**src/shared/iskr_pkg.sv**
```systemverilog
// constants, layouts and state types for the command interpreter
//
// Behaviour
// - nonce mode 00 mixes fresh random, refreshes seed
// - nonce mode 01 keeps seed, mixes random
// - nonce mode 11 loads input; 10 invalid
// - pause mismatch enters idle, no result
// - pause match stays awake, returns zero byte
// - pause only idles, never sleeps
// - key write 0x46, bit6 encrypted, slot, MAC
// - key write needs private flag and secret
// - key write refused on locked slot
// - config zone unlocked means key write error
// - before data lock, MAC only when encrypted
// - after data lock, policy must be encrypt
// - after data lock, digest key must match
// - decrypt with temp key and its hash
// - device verifies MAC over plaintext message
// - key write ignores random and auth fields
// - key write success returns zero byte
// - random 0x1B, param2 zero, returns 32 bytes
// - config unlocked gives FF FF 00 00 pattern
// - random mode bit0 selects seed refresh
package iskr_pkg;
  localparam logic [7:0] OP_PAUSE = 8'h01;
  localparam logic [7:0] OP_NONCE = 8'h16;
  localparam logic [7:0] OP_RANDOM = 8'h1B;
  localparam logic [7:0] OP_PRIV_WRITE = 8'h46;
  localparam logic [7:0] ST_OK = 8'h00;
  localparam logic [7:0] ST_MAC_FAIL = 8'h01;
  localparam logic [7:0] ST_PARSE = 8'h03;
  localparam logic [7:0] ST_EXEC = 8'h0F;
  localparam logic [1:0] NMODE_SEED = 2'h0;
  localparam logic [1:0] NMODE_KEEP = 2'h1;
  localparam logic [1:0] NMODE_BAD = 2'h2;
  localparam logic [1:0] NMODE_PASS = 2'h3;
  localparam int NONCE_SUBST_BIT = 15;
  localparam int PW_ENC_BIT = 6;
  localparam int RND_KEEP_BIT = 0;
  localparam logic [3:0] WRITE_POLICY_ENCRYPT = 4'h4;
  localparam logic [31:0] TEST_PATTERN_WORD = 32'h0000_FFFF;
  localparam logic [11:0] ADDR_CMD = 12'h000;
  localparam logic [11:0] ADDR_CTRL = 12'h004;
  localparam logic [11:0] ADDR_STATUS = 12'h008;
  localparam logic [11:0] ADDR_TKSTAT = 12'h00C;
  localparam logic [11:0] ADDR_BUF_BASE = 12'h040;
  localparam logic [11:0] ADDR_RES_BASE = 12'h0C0;
  localparam int BUF_WORDS = 17;
  localparam int RES_WORDS = 8;
  localparam int KEY_WORDS = 9;
  localparam int CTRL_START_BIT = 0;
  localparam int STAT_BUSY = 0;
  localparam int STAT_DONE = 1;
  localparam int STAT_IDLE = 2;
  localparam int STAT_CODE_LSB = 8;
  localparam int STAT_LEN_LSB = 16;
  localparam logic [1:0] HASH_NONCE = 2'h0;
  localparam logic [1:0] HASH_TK = 2'h1;
  localparam logic [1:0] HASH_MAC = 2'h2;
  localparam logic [5:0] LEN_NONE = 6'h00;
  localparam logic [5:0] LEN_BYTE = 6'h01;
  localparam logic [5:0] LEN_RAND = 6'h20;

  // command word as software writes it: opcode in the low byte
  typedef struct packed {
    logic [15:0] param2;
    logic [7:0] param1;
    logic [7:0] opcode;
  } iskr_cmd_s;

  // configuration of the slot named by the command
  typedef struct packed {
    logic private_key_flag;
    logic secret_flag;
    logic per_slot_lock;
    logic [3:0] write_policy;
    logic [3:0] write_key_index;
  } iskr_slot_cfg_s;

  // temp key register flags
  typedef struct packed {
    logic valid;
    logic src_input;
    logic digest_generation_cmd;
    logic [3:0] key_id;
  } iskr_tk_meta_s;

  typedef enum logic [1:0] {S_IDLE, S_DECODE, S_HASH} iskr_state_e;

  // whole state of the interpreter
  typedef struct packed {
    iskr_state_e state;
    iskr_cmd_s cmd;
    logic [BUF_WORDS-1:0][31:0] dbuf;
    logic [7:0][31:0] temp_key;
    iskr_tk_meta_s tk;
    logic [7:0][31:0] rand_val;
    logic [KEY_WORDS-1:0][31:0] operand;
    logic [1:0] hash_kind;
    logic busy;
    logic done;
    logic idle;
    logic [7:0] status;
    logic [5:0] out_len;
    logic key_write;
    logic idle_req;
    logic seed_upd;
    logic [31:0] prdata;
  } iskr_regs_s;
endpackage

```
**src/hdl/iskr_core.sv**
```systemverilog
// command interpreter for pause, nonce, key write and random commands
`timescale 1ns/1ps
module iskr_core (
  input wire logic i_clk,
  input wire logic i_reset,
  input wire logic i_psel,
  input wire logic i_penable,
  input wire logic i_pwrite,
  input wire logic [11:0] i_paddr,
  input wire logic [31:0] i_pwdata,
  output logic [31:0] o_prdata,
  output logic o_pready,
  output logic o_pslverr,
  input wire logic [7:0] i_selector,
  input wire logic i_config_locked,
  input wire logic i_data_locked,
  input wire iskr_pkg::iskr_slot_cfg_s i_slot_cfg,
  output logic [3:0] o_slot_index,
  input wire logic [255:0] i_rng_data,
  output logic o_seed_update,
  input wire logic i_digest_generation_cmd_load,
  input wire logic [3:0] i_digest_generation_cmd_key_id,
  input wire logic [255:0] i_digest_generation_cmd_digest,
  output logic o_hash_req,
  output logic [1:0] o_hash_kind,
  input wire logic i_hash_done,
  input wire logic [255:0] i_hash_digest,
  output logic [255:0] o_temp_key,
  output iskr_pkg::iskr_tk_meta_s o_tk_meta,
  output logic [255:0] o_rand_value,
  output logic [287:0] o_operand,
  output iskr_pkg::iskr_cmd_s o_cmd,
  output logic o_key_write,
  output logic o_idle_req
);
  iskr_pkg::iskr_regs_s r; // registered state
  iskr_pkg::iskr_regs_s n; // next state

  // apb decode
  logic setup; // setup phase, read data is captured here
  logic access; // access phase, always completes in one cycle
  logic sel_cmd;
  logic sel_ctrl;
  logic sel_stat;
  logic sel_tk;
  logic sel_buf;
  logic sel_res;
  logic [11:0] buf_off; // byte offset inside the data buffer
  logic [11:0] res_off; // byte offset inside the result window
  logic [4:0] buf_idx;
  logic [2:0] res_idx;
  logic mapped;
  logic writable; // status and results are read only
  logic wr_ok;
  logic [31:0] rd_data;
  logic [255:0] rng_word; // generator output or the test pattern
  logic [7:0] p1; // shorthand for the current parameters
  logic [15:0] p2;

  assign setup = i_psel && !i_penable;
  assign access = i_psel && i_penable;
  assign buf_off = i_paddr - iskr_pkg::ADDR_BUF_BASE;
  assign res_off = i_paddr - iskr_pkg::ADDR_RES_BASE;
  assign buf_idx = buf_off[6:2];
  assign res_idx = res_off[4:2];
  assign sel_cmd = i_paddr == iskr_pkg::ADDR_CMD;
  assign sel_ctrl = i_paddr == iskr_pkg::ADDR_CTRL;
  assign sel_stat = i_paddr == iskr_pkg::ADDR_STATUS;
  assign sel_tk = i_paddr == iskr_pkg::ADDR_TKSTAT;
  assign sel_buf = i_paddr >= iskr_pkg::ADDR_BUF_BASE && i_paddr[1:0] == 2'h0
    && buf_off < 12'(4 * iskr_pkg::BUF_WORDS);
  assign sel_res = i_paddr >= iskr_pkg::ADDR_RES_BASE && i_paddr[1:0] == 2'h0
    && res_off < 12'(4 * iskr_pkg::RES_WORDS);
  assign mapped = sel_cmd || sel_ctrl || sel_stat || sel_tk || sel_buf
    || sel_res;
  assign writable = sel_cmd || sel_ctrl || sel_buf;
  // writes during a command would corrupt its operands, so they fail
  assign wr_ok = access && i_pwrite && writable && !r.busy;
  assign o_pready = access;
  assign o_pslverr = access && (!mapped
    || (i_pwrite && (!writable || r.busy)));
  assign o_prdata = r.prdata;

  // the generator is replaced by a fixed pattern until config lock
  assign rng_word = i_config_locked ? i_rng_data
    : {8{iskr_pkg::TEST_PATTERN_WORD}};
  assign p1 = r.cmd.param1;
  assign p2 = r.cmd.param2;

  // read mux, sampled into prdata during setup
  always_comb begin
    rd_data = 32'h0000_0000;
    if (sel_cmd) begin
      rd_data = r.cmd;
    end else if (sel_stat) begin
      rd_data[iskr_pkg::STAT_BUSY] = r.busy;
      rd_data[iskr_pkg::STAT_DONE] = r.done;
      rd_data[iskr_pkg::STAT_IDLE] = r.idle;
      rd_data[iskr_pkg::STAT_CODE_LSB +: 8] = r.status;
      rd_data[iskr_pkg::STAT_LEN_LSB +: 6] = r.out_len;
    end else if (sel_tk) begin
      rd_data[6:0] = r.tk;
    end else if (sel_buf) begin
      rd_data = r.dbuf[buf_idx];
    end else if (sel_res) begin
      rd_data = r.rand_val[res_idx];
    end
  end

  // next state: bus, temp key loads and the command sequencer
  always_comb begin
    n = r;
    n.key_write = 1'b0;
    n.idle_req = 1'b0;
    n.seed_upd = 1'b0;
    if (setup) begin
      n.prdata = rd_data;
    end
    // digest results from the outside command only land between commands
    if (i_digest_generation_cmd_load && !r.busy) begin
      n.temp_key = i_digest_generation_cmd_digest;
      n.tk = '{valid: 1'b1, src_input: 1'b0, digest_generation_cmd: 1'b1,
        key_id: i_digest_generation_cmd_key_id};
    end
    if (wr_ok) begin
      if (sel_cmd) begin
        n.cmd = i_pwdata;
      end else if (sel_ctrl && i_pwdata[iskr_pkg::CTRL_START_BIT]) begin
        n.busy = 1'b1;
        n.done = 1'b0;
        n.state = iskr_pkg::S_DECODE;
      end else if (sel_buf) begin
        n.dbuf[buf_idx] = i_pwdata;
      end
    end
    unique case (r.state)
      iskr_pkg::S_IDLE: begin
        // waiting for a start write
      end
      iskr_pkg::S_DECODE: begin
        // default ending: done with success and no data
        n.state = iskr_pkg::S_IDLE;
        n.busy = 1'b0;
        n.done = 1'b1;
        n.status = iskr_pkg::ST_OK;
        n.out_len = iskr_pkg::LEN_NONE;
        n.idle = 1'b0;
        case (r.cmd.opcode)
          iskr_pkg::OP_PAUSE: begin
            if (p2 != 16'h0000) begin
              n.status = iskr_pkg::ST_PARSE;
            end else if (p1 != i_selector) begin
              // only an idle request exists; there is no sleep path
              n.idle_req = 1'b1;
              n.idle = 1'b1;
            end else begin
              n.rand_val = '0;
              n.out_len = iskr_pkg::LEN_BYTE;
            end
          end
          iskr_pkg::OP_NONCE: begin
            if (p1[7:2] != 6'h00 || p1[1:0] == iskr_pkg::NMODE_BAD
                || p2[14:0] != 15'h0000) begin
              n.status = iskr_pkg::ST_PARSE;
            end else if (p1[1:0] == iskr_pkg::NMODE_PASS) begin
              // pass-through: first 32 buffer bytes become the key
              n.temp_key = r.dbuf[7:0];
              n.tk = '{valid: 1'b1, src_input: 1'b1, digest_generation_cmd: 1'b0,
                key_id: 4'h0};
              n.rand_val = '0;
              n.out_len = iskr_pkg::LEN_BYTE;
            end else if (p2[iskr_pkg::NONCE_SUBST_BIT] && !r.tk.valid) begin
              n.status = iskr_pkg::ST_EXEC;
            end else begin
              // random (or temp key) and 36 input bytes (buffer words 0-8) go to the hash
              n.rand_val = p2[iskr_pkg::NONCE_SUBST_BIT] ? r.temp_key
                : rng_word;
              n.seed_upd = p1[1:0] == iskr_pkg::NMODE_SEED;
              n.operand = r.dbuf[iskr_pkg::KEY_WORDS-1:0];
              n.hash_kind = iskr_pkg::HASH_NONCE;
              n.state = iskr_pkg::S_HASH;
              n.busy = 1'b1;
              n.done = 1'b0;
            end
          end
          iskr_pkg::OP_RANDOM: begin
            if (p1[7:1] != 7'h00 || p2 != 16'h0000) begin
              n.status = iskr_pkg::ST_PARSE;
            end else begin
              n.rand_val = rng_word;
              n.seed_upd = !p1[iskr_pkg::RND_KEEP_BIT];
              n.out_len = iskr_pkg::LEN_RAND;
            end
          end
          iskr_pkg::OP_PRIV_WRITE: begin
            // random/auth fields of the key config are never looked at
            if (p1[7] || p1[5:0] != 6'h00 || p2[15:4] != 12'h000) begin
              n.status = iskr_pkg::ST_PARSE;
            end else if (!i_config_locked) begin
              n.status = iskr_pkg::ST_EXEC;
            end else if (!i_slot_cfg.private_key_flag
                || !i_slot_cfg.secret_flag) begin
              n.status = iskr_pkg::ST_EXEC;
            end else if (i_slot_cfg.per_slot_lock) begin
              n.status = iskr_pkg::ST_EXEC;
            end else if (i_data_locked && (i_slot_cfg.write_policy
                != iskr_pkg::WRITE_POLICY_ENCRYPT
                || !p1[iskr_pkg::PW_ENC_BIT])) begin
              n.status = iskr_pkg::ST_EXEC;
            end else if (i_data_locked && (!r.tk.valid || !r.tk.digest_generation_cmd
                || r.tk.key_id != i_slot_cfg.write_key_index)) begin
              n.status = iskr_pkg::ST_EXEC;
            end else if (p1[iskr_pkg::PW_ENC_BIT]) begin
              // encrypted: first hash the temp key for the tail mask
              n.hash_kind = iskr_pkg::HASH_TK;
              n.state = iskr_pkg::S_HASH;
              n.busy = 1'b1;
              n.done = 1'b0;
            end else begin
              // plaintext before data lock: the MAC is not checked
              n.operand = r.dbuf[iskr_pkg::KEY_WORDS-1:0];
              n.key_write = 1'b1;
              n.out_len = iskr_pkg::LEN_BYTE;
            end
          end
          default: begin
            n.status = iskr_pkg::ST_PARSE;
          end
        endcase
      end
      iskr_pkg::S_HASH: begin
        if (i_hash_done) begin
          n.state = iskr_pkg::S_IDLE;
          n.busy = 1'b0;
          n.done = 1'b1;
          n.status = iskr_pkg::ST_OK;
          n.out_len = iskr_pkg::LEN_BYTE;
          unique case (r.hash_kind)
            iskr_pkg::HASH_NONCE: begin
              n.temp_key = i_hash_digest;
              if (p2[iskr_pkg::NONCE_SUBST_BIT]) begin
                n.rand_val = i_hash_digest; // flags stay as they were
              end else begin
                n.tk = '{valid: 1'b1, src_input: 1'b0, digest_generation_cmd: 1'b0,
                  key_id: 4'h0};
              end
              n.out_len = iskr_pkg::LEN_RAND;
            end
            iskr_pkg::HASH_TK: begin
              // undo the host's masking, then verify the MAC
              for (int i = 0; i < 8; i++) begin
                n.operand[i] = r.dbuf[i] ^ r.temp_key[i];
              end
              n.operand[8] = r.dbuf[8] ^ i_hash_digest[31:0];
              n.hash_kind = iskr_pkg::HASH_MAC;
              n.state = iskr_pkg::S_HASH;
              n.busy = 1'b1;
              n.done = 1'b0;
              n.out_len = iskr_pkg::LEN_NONE;
            end
            iskr_pkg::HASH_MAC: begin
              if (i_hash_digest == r.dbuf[16:9]) begin
                n.key_write = 1'b1;
              end else begin
                n.status = iskr_pkg::ST_MAC_FAIL;
                n.out_len = iskr_pkg::LEN_NONE;
              end
            end
            default: begin
              n.status = iskr_pkg::ST_EXEC;
            end
          endcase
        end
      end
    endcase
  end

  // state register; the whole struct clears on reset
  always_ff @(posedge i_clk or posedge i_reset) begin
    if (i_reset) begin
      r <= '0;
    end else begin
      r <= n;
    end
  end

  // outputs straight from the state register
  assign o_slot_index = r.cmd.param2[3:0];
  assign o_seed_update = r.seed_upd;
  assign o_hash_req = r.state == iskr_pkg::S_HASH;
  assign o_hash_kind = r.hash_kind;
  assign o_temp_key = r.temp_key;
  assign o_tk_meta = r.tk;
  assign o_rand_value = r.rand_val;
  assign o_operand = r.operand;
  assign o_cmd = r.cmd;
  assign o_key_write = r.key_write;
  assign o_idle_req = r.idle_req;

  // checks on the sequencer
  logic dec; // a command is being decoded this cycle
  assign dec = r.state == iskr_pkg::S_DECODE;
endmodule

```
**config.mk**
```make
export PLATFORM = sky130hd
export DESIGN_NAME = iskr_core
export DESIGN_NICKNAME = d
export VERILOG_FILES = /design/src/shared/iskr_pkg.sv /design/src/hdl/iskr_core.sv
export SDC_FILE = /design/constraint.sdc
export NUM_CORES = 2
export LEC_CHECK = 0
export BUFFER_PORTS_ARGS = -buffer_cell sky130_fd_sc_hd__buf_2
export CAP_MARGIN = 20
export CORE_AREA = 4 4 678 680
export DETAILED_ROUTE_END_ITERATION = 6
export DIE_AREA = 0 0 682 684
export SYNTH_ARGS = -nofsm -noshare
export SYNTH_HDL_FRONTEND = slang
export SYNTH_SLANG_ARGS = --single-unit
```
**constraint.sdc**
```tcl
create_clock -name i_clk -period 82.1 [get_ports i_clk]
set_input_delay 16.42 -clock i_clk [delete_from_list [all_inputs] [get_ports i_clk]]
set_output_delay 16.42 -clock i_clk [all_outputs]
set_load 0.005 [all_outputs]
```
==> results.toml <==
[status]
status = "complete, no violations"

[clock_network]
cts_tree = "done"
cts_buffers = 191
cts_resized = 0
hold_buffers = 0
cts.path.max_buffers = 4
cts.sinks = 1430
root_buffer = "clkbuf_16"
htreeDepth = 4
postCtsSetupBuffers = 0
clock_latency_ps = 930
clk_pin_slew_worst_paths_ps = 60

[timing]
finalMaxSlewViolations = 0
fmaxAchievable_ghz = 0.0280
min_period_over_period_pct = 43.5
relSlewSlack_pct = 2.83
fin_skew_ps = 55.8
setup_viol = 0
worst_slew_pin_slew_ps = 1460
hold_violations = 0
rsz0062_at_grt = "false"
fin_tns_setup_ps = 0
post-route-min-period_ps = 35690

[placed_design]
gp_routability_congestion = 1.01
hpwl_um = 584000
port_buffers = 1726

[floorplanning]
start_util_pct = 18.6
core.rowCount = 248
core_area_mm2 = 0.454
die-area_mm2 = 0.466
dieWidth_um = 682
die_y_um = 684
pin_count = 1727

[drt]
drtPass1Iterations = 6
wire_per_inst_um = 47.1
wl_um = 726000
routed_via_density = 5.30
drc = 0
vias = 81700
drtIter0Drc = 11700
postRouteAntennaNets = 0

[synthesis]
ys_top_cells_by_count = "1430 x dfrtp_1, 882 x buf_4, 851 x nand2_1"
synth_cell_types = 73
ys_top_cells_by_area = "dfrtp_1 42%, buf_4 7.8%, mux2_2 7.2%, mux4_2 5.1%, a21oi_1 4.1%"
syn_nets = 9390
syn_area_mm2 = 0.0846
yosysSeqAreaShare_pct = 42.3
ys_warn_count = 0
yosys.area.top_type = "dfrtp_1"
avgSynthCellArea_um2 = 9.91
yosys.area.top_type_share_pct = 42.3
syn_inst = 8539
yosys_most_used_dff = "dfrtp_1"
synth-edff-count = 0
synth-seq-cells = 1430
synthArstFlopShare_pct = 100
synth_most_common_cell = "dfrtp_1"

[pwr]
seqPwrFrac_pct = 39.3
clockPowerShare_pct = 49.0
switching_share_pct = 30.6
intPower_mw = 1.33
switchingPower_mw = 0.587
power_density_mw_per_mm2 = 19.1
power.leakage_nw = 44.1
total_power_mw = 1.92
peakVddDrop_mv = 0.0159
combinationalPowerShare_pct = 11.7

[worst_setup_path]
critPathLaunchType = "input pin"
cp.arrival_ps = 19270
setup.worst_path.class = "in2out"
cp.required_ps = 65680
cp_max_fo = 60
critical_path.endpoint_type = "output port"

[layout]
synthToLayoutAreaGrowth_pct = 18.9
fill_cells = 49600
drive_gt1_share_pct = 32.6
nets = 9938

[global_route]
grtUsageTotal_pct = 29.8
grt_pass1_wl_um = 897000
grt_pass1_vias = 74900
grt_max_degree = 152
antenna_found_initial = 408
gr-total-overflow = 0

[hold_path]
hp-class = "reg2reg"

[run]
max_cap_viol_count = 0
==> critical path, stage by stage <==
cell,delay [ps]
buf_2,80
buf_4,540
inv_1,260
ha_1,300
xnor2_1,150
o2111ai_1,130
or2_1,150
buf_4,380
o21ai_0,210
a21oi_1,260
buf_6,190
buf_2,140
==> cell families (layout without fill, tap and decap cells) <==
kind of cell	count (synthesis)	in the layout	synth area share, %
AOI/OAI and AO/OA	2495	2495	19.3
adders and majority gates	7	7	0.104
and+or+nand+nor	1830	1830	10.0
DFF	1430	1430	42.3
buffers and inverters	1635	2337	11.3
other	0	188	0
xor gates and xnor gates	170	170	1.76
muxes	972	972	15.2
==> registers in the layout, summed over array words and instances (netlist names) <==
register,flops
o_cmd,8
o_temp_key,256
o_hash_kind,2
o_rand_value,256
o_prdata,32
o_seed_update,1
o_key_write,1
o_tk_meta,7
p2,16
r,554
p1,8
o_operand,288
o_idle_req,1
==> per-stage QoR <==
| stage | area, um2 | hold WS [ps] | worst slack, ps | std cells | util [%] |
|---|---|---|---|---|---|
| 3_5_place_dp | 93200 | 455 | 46480 | 14900 | 20.5 |
| 3_3_place_gp | 93200 | 453 | 45770 | 14900 | 20.5 |
| 4_1_cts | 100000 | 469 | 46460 | 15200 | 22.0 |
| 2_1_floorplan | 84600 | 444 | 25350 | 8539 | - |
| 5_1_grt | 100000 | 484 | 46360 | 15300 | 22.1 |
| 6_report | 101000 | 466 | 46410 | 15400 | 22.1 |
==> metal layers <==
metal | GRT usage, % | share of wire [%]
met2 | 43.5 | 42
met4 | 20.8 | 8.8
met3 | 13.2 | 13
met5 | 0 | 0.11
met1 | 34.8 | 37
==> area by class of cell <==
| type | instances | area (um2) | area share [%] |
|---|---|---|---|
| Inverter | 79 | 304 | 0.302 |
| Multi-Input combinational cell | 5474 | 39500 | 39.3 |
| Antenna cell | 188 | 470 | 0.468 |
| Timing Repair Buffer | 1911 | 10200 | 10.2 |
| Clock buffer | 250 | 5320 | 5.29 |
| Tap cell | 6000 | 7510 | 7.46 |
| Clock inverter | 97 | 1460 | 1.45 |
| Sequential cell | 1430 | 35800 | 35.6 |
==> power groups by stage <==
stage | sequential, mW | clock [mW] | combinational [mW]
floorplan | 0.750 | 0 | 0.0901
global placement | 0.765 | 0 | 0.222
detailed placement | 0.766 | 0 | 0.223
CTS | 0.753 | 0.954 | 0.224
global route | 0.755 | 0.976 | 0.231
finish | 0.755 | 0.941 | 0.226
==> final timing paths <==
check / end / slack, ps / from / cells after the start
worst min-delay path: o_operand[257]$_DFFE_PP0P_ / 470 / o_operand[257]$_DFFE_PP0P_ / 2
worst max-delay path: o_pslverr / 46410 / i_paddr[6] / 12
min in group asynchronous: o_operand[96]$_DFFE_PP0P_ / 15630 / i_reset / 2
worst min register to register: o_operand[257]$_DFFE_PP0P_ / 470 / o_operand[257]$_DFFE_PP0P_ / 2
max in group asynchronous: o_temp_key[133]$_DFF_PP0_ / 62860 / i_reset / 7
worst max register to register: o_operand[182]$_DFFE_PP0P_ / 76780 / o_hash_kind[0]$_DFFE_PP0P_ / 10
==> cell usage in the layout, fill, tap and decap left out, types with 28 or more instances in the layout <==
| master | n |
|---|---|
| buf_2 | 1722 |
| dfrtp_1 | 1430 |
| nand2_1 | 848 |
| a21oi_1 | 692 |
| o21ai_0 | 667 |
| mux2_2 | 543 |
| nor2_1 | 374 |
| nor2b_1 | 366 |
| o41ai_1 | 287 |
| a22o_1 | 262 |
| mux2i_1 | 209 |
| clkbuf_16 | 193 |
| mux4_2 | 192 |
| diode_2 | 188 |
| o211ai_1 | 173 |
| buf_4 | 169 |
| a22oi_1 | 142 |
| xnor2_1 | 110 |
| a221o_1 | 88 |
| inv_1 | 78 |
| xor2_1 | 60 |
| nor4_1 | 46 |
| o22ai_1 | 45 |
| nand2b_1 | 42 |
| nand4_1 | 39 |
| clkinv_2 | 34 |
| bufinv_16 | 30 |
| clkbuf_1 | 29 |
| mux2_1 | 28 |
| clkbuf_8 | 28 |
Power figures use the tool's default switching activity.
